==> src/prd_pkg.sv <==
`default_nettype none
package prd_pkg;
	// Size limits of the information field, in octets
	localparam int MAX_INFO = 273;
	localparam int LEN_FIELD_BYTES = 2;
	localparam logic [15:0] MAX_LEN = 16'(MAX_INFO - LEN_FIELD_BYTES);
	localparam logic [15:0] LEN_NONE = 16'h0000;
	localparam logic [15:0] LEN_ONE = 16'h0001;
	localparam logic [15:0] LEN_TYPED = 16'h0002;
	// Code byte layout
	localparam int EXT_BIT = 7;
	localparam logic [7:0] CODE_EXCEPTION = 8'h00;
	localparam logic [7:0] TYPE_NONE = 8'h00;
	// Response lengths: value of length field and total octets sent
	localparam logic [15:0] OK_RESP_LEN = 16'h0002;
	localparam logic [15:0] EXC_RESP_LEN = 16'h0003;
	localparam logic [2:0] OK_BYTES = 3'h4;
	localparam logic [2:0] EXC_BYTES = 3'h5;
	// Exception reasons
	localparam logic [7:0] REASON_LENGTH = 8'h01;
	localparam logic [7:0] REASON_FORMAT = 8'h02;
	localparam logic [7:0] REASON_TYPE = 8'h03;
	localparam logic [7:0] REASON_EXEC = 8'h04;

	typedef enum logic [2:0] {
		GRP_STATUS = 3'h0,
		GRP_CONTROL = 3'h1,
		GRP_READ = 3'h2,
		GRP_WRITE = 3'h3,
		GRP_AIDS = 3'h4,
		GRP_ACQ = 3'h5,
		GRP_UNDEF = 3'h6,
		GRP_EXPAND = 3'h7
	} group_t;

	typedef enum logic [2:0] {
		ST_LENHI = 3'h0,
		ST_LENLO = 3'h1,
		ST_CODE = 3'h2,
		ST_BODY = 3'h3,
		ST_DRAIN = 3'h4,
		ST_EXEC = 3'h5,
		ST_RESP = 3'h6
	} state_t;

	typedef struct packed {
		logic [7:0] data;
		logic last;
	} octet_t;

	// Extended codes fall in the same group as their low seven bits
	function automatic group_t codeGroup(input logic [7:0] code);
		logic [6:0] low;
		low = code[6:0];
		if (low <= 7'h0f) return GRP_STATUS;
		else if (low <= 7'h1f) return GRP_CONTROL;
		else if (low <= 7'h2f) return GRP_READ;
		else if (low <= 7'h3f) return GRP_WRITE;
		else if (low <= 7'h4f) return GRP_AIDS;
		else if (low <= 7'h6f) return GRP_ACQ;
		else if (low <= 7'h7e) return GRP_UNDEF;
		else return GRP_EXPAND;
	endfunction : codeGroup

	// Supported subset, both addressing forms
	function automatic logic codeSupported(input logic [7:0] code);
		case (code[6:0])
			7'h00, 7'h01, 7'h02, 7'h03, 7'h04, 7'h05, 7'h10, 7'h20, 7'h21,
			7'h30, 7'h31, 7'h50, 7'h51, 7'h52, 7'h55, 7'h56, 7'h57: return 1'b1;
			default: return 1'b0;
		endcase
	endfunction : codeSupported
endpackage : prd_pkg
`default_nettype wire

==> src/primitive_request_decoder.sv <==
`timescale 1ns/1ps
`default_nettype none

// Small flop FIFO; outReady low lets it fill and drop inReady
module octet_fifo #(
	parameter int WIDTH = 9,
	parameter int DEPTH = 4
) (
	input wire logic clk,
	input wire logic rst,
	input wire logic ce,
	input wire logic inValid,
	output logic inReady,
	input wire logic [WIDTH-1:0] inData,
	output logic outValid,
	input wire logic outReady,
	output logic [WIDTH-1:0] outData
);
	localparam int AW = (DEPTH > 1) ? $clog2(DEPTH) : 1;
	logic [WIDTH-1:0] mem [DEPTH];
	logic [AW-1:0] wrPtr, rdPtr;
	logic [AW:0] count;
	wire push = ce && inValid && inReady;
	wire pop = ce && outValid && outReady;

	assign inReady = (count != (AW+1)'(DEPTH));
	assign outValid = (count != '0);
	assign outData = mem[rdPtr];

	// Pointers wrap at DEPTH, not at a power of two
	always_ff @(posedge clk or posedge rst) begin
		if (rst) begin
			wrPtr <= '0;
			rdPtr <= '0;
			count <= '0;
		end else begin
			if (push)
				wrPtr <= (wrPtr == AW'(DEPTH - 1)) ? '0 : wrPtr + 1'b1;
			if (pop)
				rdPtr <= (rdPtr == AW'(DEPTH - 1)) ? '0 : rdPtr + 1'b1;
			count <= count + (AW+1)'(push) - (AW+1)'(pop);
		end
	end

	// Storage has no reset; only written slots are ever read
	always_ff @(posedge clk) begin
		if (push)
			mem[wrPtr] <= inData;
	end
endmodule : octet_fifo

module primitive_request_decoder #(
	parameter logic [7:0] MAX_TYPE = 8'h1f,
	parameter int FIFO_DEPTH = 4
) (
	input wire logic clk,
	input wire logic rst,
	input wire logic ce,
	input wire logic x25Mode,
	input wire logic reqValid,
	output logic reqReady,
	input wire prd_pkg::octet_t reqOctet,
	output logic respValid,
	input wire logic respReady,
	output prd_pkg::octet_t respOctet,
	output logic carrierX25,
	output logic execStart,
	output logic [7:0] cmdCode,
	output logic cmdExtended,
	input wire logic execDone,
	input wire logic execFault,
	input wire logic [7:0] deviceStatus
);
	prd_pkg::state_t st;
	logic [15:0] length;
	logic [15:0] count;
	logic [7:0] lenHigh;
	logic [7:0] reason;
	logic [7:0] status;
	logic faulted;
	logic [2:0] respIdx;
	logic fifoInReady;
	prd_pkg::octet_t pushOctet;

	// Request side decode
	wire acc = ce && reqValid && reqReady;
	wire isLast = reqOctet.last;
	wire [7:0] inByte = reqOctet.data;
	wire [15:0] lenNow = {lenHigh, inByte};
	wire [15:0] cntNext = count + prd_pkg::LEN_ONE;
	wire prd_pkg::group_t grp = prd_pkg::codeGroup(cmdCode);
	wire needsType = (grp == prd_pkg::GRP_READ) || (grp == prd_pkg::GRP_WRITE);
	wire typeOk = (inByte != prd_pkg::TYPE_NONE) && (inByte <= MAX_TYPE);
	wire prd_pkg::group_t inGrp = prd_pkg::codeGroup(inByte);
	wire codeBad = (inGrp == prd_pkg::GRP_UNDEF) ||
		(inGrp == prd_pkg::GRP_EXPAND) || !prd_pkg::codeSupported(inByte);
	wire lenBad = (lenNow == prd_pkg::LEN_NONE) || (lenNow > prd_pkg::MAX_LEN);
	wire overRun = cntNext > length;
	wire shortLast = isLast && (cntNext < length);
	wire typeByte = needsType && (cntNext == prd_pkg::LEN_TYPED);

	assign reqReady = ce && (st == prd_pkg::ST_LENHI ||
		st == prd_pkg::ST_LENLO || st == prd_pkg::ST_CODE ||
		st == prd_pkg::ST_DRAIN ||
		(st == prd_pkg::ST_BODY && count != prd_pkg::LEN_NONE));

	// Response octet selection, length field first, high octet first
	wire [15:0] respLen = faulted ? prd_pkg::EXC_RESP_LEN : prd_pkg::OK_RESP_LEN;
	wire [2:0] respBytes = faulted ? prd_pkg::EXC_BYTES : prd_pkg::OK_BYTES;
	wire respLastIdx = (respIdx == respBytes - 3'h1);
	wire [7:0] respByte2 = faulted ? prd_pkg::CODE_EXCEPTION : cmdCode;
	wire [7:0] respByte3 = faulted ? reason : status;
	wire [7:0] respSel = (respIdx == 3'h0) ? respLen[15:8] :
		(respIdx == 3'h1) ? respLen[7:0] :
		(respIdx == 3'h2) ? respByte2 :
		(respIdx == 3'h3) ? respByte3 : cmdCode;
	wire pushValid = (st == prd_pkg::ST_RESP);
	wire push = ce && pushValid && fifoInReady;
	assign pushOctet = '{data: respSel, last: respLastIdx};

	// Main sequencer; a decode fault drains the rest of the frame, no execution
	always_ff @(posedge clk or posedge rst) begin
		if (rst) begin
			st <= prd_pkg::ST_LENHI;
			length <= '0;
			count <= '0;
			lenHigh <= '0;
			reason <= '0;
			status <= '0;
			faulted <= 1'b0;
			respIdx <= '0;
			cmdCode <= '0;
			cmdExtended <= 1'b0;
			carrierX25 <= 1'b0;
			execStart <= 1'b0;
		end else if (ce) begin
			execStart <= 1'b0;
			case (st)
				prd_pkg::ST_LENHI: begin
					if (acc) begin
						carrierX25 <= x25Mode;
						lenHigh <= inByte;
						count <= '0;
						faulted <= isLast;
						reason <= prd_pkg::REASON_LENGTH;
						st <= isLast ? prd_pkg::ST_RESP : prd_pkg::ST_LENLO;
					end
				end
				prd_pkg::ST_LENLO: begin
					if (acc) begin
						length <= lenNow;
						faulted <= lenBad || isLast;
						st <= isLast ? prd_pkg::ST_RESP :
							lenBad ? prd_pkg::ST_DRAIN : prd_pkg::ST_CODE;
					end
				end
				prd_pkg::ST_CODE: begin
					if (acc) begin
						cmdCode <= inByte;
						cmdExtended <= inByte[prd_pkg::EXT_BIT];
						count <= isLast ? prd_pkg::LEN_NONE : cntNext;
						if (codeBad || shortLast) begin
							faulted <= 1'b1;
							reason <= codeBad ? prd_pkg::REASON_FORMAT :
								prd_pkg::REASON_LENGTH;
							st <= isLast ? prd_pkg::ST_RESP : prd_pkg::ST_DRAIN;
						end else
							st <= prd_pkg::ST_BODY;
					end
				end
				prd_pkg::ST_BODY: begin
					// Zero count here marks a code-only request already ended
					if (count == prd_pkg::LEN_NONE) begin
						if (needsType) begin
							faulted <= 1'b1;
							reason <= prd_pkg::REASON_FORMAT;
							st <= prd_pkg::ST_RESP;
						end else begin
							execStart <= 1'b1;
							st <= prd_pkg::ST_EXEC;
						end
					end else if (acc) begin
						count <= cntNext;
						if (overRun || shortLast) begin
							faulted <= 1'b1;
							reason <= prd_pkg::REASON_LENGTH;
							st <= isLast ? prd_pkg::ST_RESP : prd_pkg::ST_DRAIN;
						end else if (typeByte && !typeOk) begin
							faulted <= 1'b1;
							reason <= prd_pkg::REASON_TYPE;
							st <= isLast ? prd_pkg::ST_RESP : prd_pkg::ST_DRAIN;
						end else if (isLast) begin
							execStart <= 1'b1;
							st <= prd_pkg::ST_EXEC;
						end
					end
				end
				prd_pkg::ST_DRAIN: begin
					if (acc && isLast)
						st <= prd_pkg::ST_RESP;
				end
				prd_pkg::ST_EXEC: begin
					// A failed write may be partly done; host must confirm
					if (execDone) begin
						status <= deviceStatus;
						faulted <= execFault;
						reason <= execFault ? prd_pkg::REASON_EXEC : reason;
						st <= prd_pkg::ST_RESP;
					end
				end
				prd_pkg::ST_RESP: begin
					if (push) begin
						respIdx <= respIdx + 3'h1;
						if (respLastIdx) begin
							respIdx <= '0;
							st <= prd_pkg::ST_LENHI;
						end
					end
				end
				default: st <= prd_pkg::ST_LENHI;
			endcase
		end
	end

	// Response buffer; its full flag stalls the emitter above
	octet_fifo #(.WIDTH($bits(prd_pkg::octet_t)), .DEPTH(FIFO_DEPTH)) respFifo (
		.clk(clk),
		.rst(rst),
		.ce(ce),
		.inValid(pushValid),
		.inReady(fifoInReady),
		.inData(pushOctet),
		.outValid(respValid),
		.outReady(respReady),
		.outData(respOctet)
	);
endmodule : primitive_request_decoder
`default_nettype wire

==> config.mk <==
export PLATFORM = sky130hd
export DESIGN_NAME = primitive_request_decoder
export DESIGN_NICKNAME = d
export VERILOG_FILES = /design/src/prd_pkg.sv /design/src/primitive_request_decoder.sv
export SDC_FILE = /design/constraint.sdc
export NUM_CORES = 1
export LEC_CHECK = 0
export ABC_AREA = 1
export BUFFER_PORTS_ARGS = -buffer_cell sky130_fd_sc_hd__buf_2
export CORE_UTILIZATION = 65
export CTS_CLUSTER_DIAMETER = 40
export DETAILED_ROUTE_END_ITERATION = 16
export GPL_TIMING_DRIVEN = 0
export MAX_ROUTING_LAYER = met4
export PLACE_DENSITY = 0.86
export SYNTH_ARGS = -nofsm -noshare
export SYNTH_HDL_FRONTEND = slang
export SYNTH_SLANG_ARGS = --single-unit
export TNS_END_PERCENT = 10
==> constraint.sdc <==
create_clock -name clk -period 3.7 [get_ports clk]
set_input_delay 0.37 -clock clk [delete_from_list [all_inputs] [get_ports clk]]
set_output_delay 0.37 -clock clk [all_outputs]
set_load 0.05 [all_outputs]
==> results.json <==
{
  "synth_cells": 730,
  "clk-insertion-delay-late_ns": 0.39,
  "layout-drive-gt1-share_pct": 14.7,
  "p_total_uw": 5820,
  "peakVddDrop_mv": 0.483,
  "initial_utilization_pct": 66.8,
  "gp_congestion": 0.996,
  "postCtsResizedCells": 0,
  "finalCritPeriodShare_pct": 81.6,
  "cp_max_fo": 5,
  "fin_area_sq_um": 6760,
  "syn_to_final_growth_pct": 9.53,
  "leakagePower_uw": 0.00324,
  "cp_slowest_cell": "dfrtp_1",
  "avgSynthCellArea_sq_um": 8.46,
  "drt_pass1_iterations": 7,
  "synth_cell_type_count": 45,
  "first_global_vias": 5180,
  "cp.required_ns": 3.97,
  "grt_start_max_net_pins": 76,
  "setup-tns-final_ns": 0,
  "ys_seq_area_share_pct": 47.9,
  "grt_antenna_before_repair": 0,
  "dp_hpwl_microns": 11300,
  "cpPeakStageDelay_ns": 0.44,
  "startpoint_type": "register",
  "max_slew_margin_pct": 39.3,
  "cts_setup_buffers": 0,
  "setup_violations": 0,
  "skew_ns": 0.0234,
  "rsz0062_at_grt": "no",
  "io_buffers": 45,
  "diodes": 0,
  "syn_nets": 787,
  "grt_overflow": 0,
  "grtUsageTotal_pct": 32.7,
  "wl_per_cell_microns": 16.1,
  "cts_max_level": 3,
  "drc": 0,
  "period_needed_ns": 3.02,
  "sw_frac_of_total_pct": 49.7,
  "power_density_nw_per_um2": 861,
  "dieArea_sq_um": 9890,
  "die_w_microns": 99.4,
  "synth_seq_cells": 111,
  "crit_top_cell": "nand2_1",
  "arrival_ns": 3.29,
  "hp-class": "primary input to async pin",
  "clockRootBuffer": "clkbuf_8",
  "routed_via_density": 5.73,
  "hold_slack_ns": 0.141,
  "cap_violations": 0,
  "clkPwrFrac_pct": 12.5,
  "postRouteAntennaNets": 0,
  "tightestPinTransition_ns": 0.910,
  "pin_count": 47,
  "pwr-share-comb_pct": 51.9,
  "cts_sinks": 111,
  "pre_cts_ws_ns": 0.717,
  "crit_type": "register to register",
  "internal-power_uw": 2930,
  "hold_buffers": 0,
  "nets": 843,
  "worstSetupEndpointType": "register",
  "syn_area_sq_um": 6170,
  "die_y_microns": 99.4,
  "clockBufferDepth": 2,
  "final_common_cell": "nand2_1",
  "outcome": "completed",
  "layout_setup_ws_ns": 0.681,
  "clk_pin_slew_worst_paths_ns": 0.12,
  "mostFrequentLayoutCells": "nand2_1, inv_1, dfrtp_1",
  "p_sw_uw": 2890,
  "vias": 5269,
  "drt_iter0_markers": 301,
  "seq_power_share_pct": 35.6,
  "cts_made_buffers": 9,
  "tritoncts": "done",
  "routed_wl_microns": 14800,
  "design.core.area_sq_um": 9240,
  "row_count": 35,
  "crit_chain": "ha_1 > nand3_1 > nor2_2 > nand4_1 > nand2_1 > inv_1 > ha_1 > nand2_1 > nor2_1 > nand3_1 > nor2_1 > nand2_1 > nand3_1 > nand2_1 > nand2_1 > inv_1 > nand3_2 > nand2_1 > inv_2 > nand2_2 > nand2_1 > o21ai_1",
  "ys_warn_count": 0,
  "drv_slew": 0,
  "max_freq_ghz": 0.331,
  "hold_violations": 0,
  "grt_pass1_wl_microns": 23900,
  "place_area_sq_um": 6560
}
## layout make-up
| cell class | count | area [sq um] |
|---|---|---|
| flip-flops and latches | 111 | 2960 |
| multi-input cells | 495 | 2720 |
| fillers | 722 | 2480 |
| inverters | 108 | 410 |
| repair buffers | 45 | 225 |
| well taps | 129 | 161 |
| clock buffers | 9 | 124 |
| plain buffers | 16 | 82.6 |
| clock inverters | 7 | 75.1 |
## power groups by stage
stage / registers (uW) / clock network [uW] / logic [uW]
after floorplan: 2140 / 0 / 2140
after global placement: 2060 / 0 / 2840
after detailed placement: 2090 / 0 / 2980
after CTS: 2060 / 728 / 2990
after global routing: 2120 / 778 / 3340
final: 2070 / 727 / 3020
## worst max-delay path, delay by kind of cell, from the launching register on
kind            cells  cell delay (ns)
simple gates       16             1.66
compound gates      1             0.06
buf+inv             3             0.25
fa+ha+maj           2             0.49
flops               1             0.44
## cell usage after synthesis (all sizes together)
library cell  count  area, sq um
nand2           142          568
inv             107          404
o21ai            89          449
nor2             85          365
dfrtp            75         1880
nand3            45          235
edfxtp           36         1080
ha               31          388
a21oi            26          141
nand4            15         93.8
nor3             15         85.1
buf              10         60.1
o22ai            10         62.6
mux2              9          101
clkbuf            6         22.5
xor2              5         43.8
a221oi            4         35.0
a211oi            3         22.5
o31ai             3         22.5
a31oi             2         12.5
xnor2             2         17.5
a21boi            1         7.51
a21o              1         7.51
a22oi             1         7.51
a32oi             1         8.76
clkinv            1         3.75
fa                1         20.0
nor4              1         6.26
o2111ai           1         8.76
o211ai            1         7.51
or2               1         6.26
## routing by layer
metal	vias up	routed length [microns]	share of wire, %	GRT usage (%)
met3	59	876	5.9	5.76
met2	201	7740	52	57.6
met1	2457	5650	38	35.4
li1	2552	-	-	-
met5	-	0	0	-
met4	0	507	3.4	16.6
## stage by stage
stage	cells	util [%]
after CTS	920	73.2
after detailed placement	904	71.0
after floorplan	730	-
after global placement	904	71.0
after global routing	920	73.2
final	920	73.2
## final timing paths
| kind | from | slack (ns) | depth (start not counted) | endpoint |
|---|---|---|---|---|
| max | count[0]$_DFFE_PP0P_ | 0.68 | 22 | reason[0]$_DFFE_PP0P_ |
| min | rst | 0.14 | 2 | lenHigh[5]$_DFFE_PP0P_ |
| max reg2reg | count[0]$_DFFE_PP0P_ | 0.68 | 22 | reason[0]$_DFFE_PP0P_ |
| min reg2reg | reason[1]$_DFFE_PP0P_ | 0.50 | 2 | reason[1]$_DFFE_PP0P_ |
| max in group asynchronous | rst | 2.93 | 2 | count[14]$_DFFE_PP0P_ |
| min in group clk | x25Mode | 0.18 | 2 | carrierX25$_DFFE_PP0P_ |
## registers in the layout, summed over array words and instances (netlist names)
name            count
respIdx             3
length             16
respFifo.rdPtr      2
st                  3
execStart           1
respFifo.wrPtr      2
reason              3
status              8
respFifo.count      3
faulted             1
lenHigh             8
carrierX25          1
respFifo.mem       36
cmdCode             8
count              16
## kinds of logic after synthesis
logic type / Yosys count / synth area share, %
simple gates: 304 / 22.0
compound gates: 143 / 12.9
buf+inv: 124 / 7.95
flops: 111 / 47.9
fa+ha+maj: 32 / 6.61
mux: 9 / 1.64
xor+xnor: 7 / 0.993
Note: power is estimated with default switching activity, not from simulation.
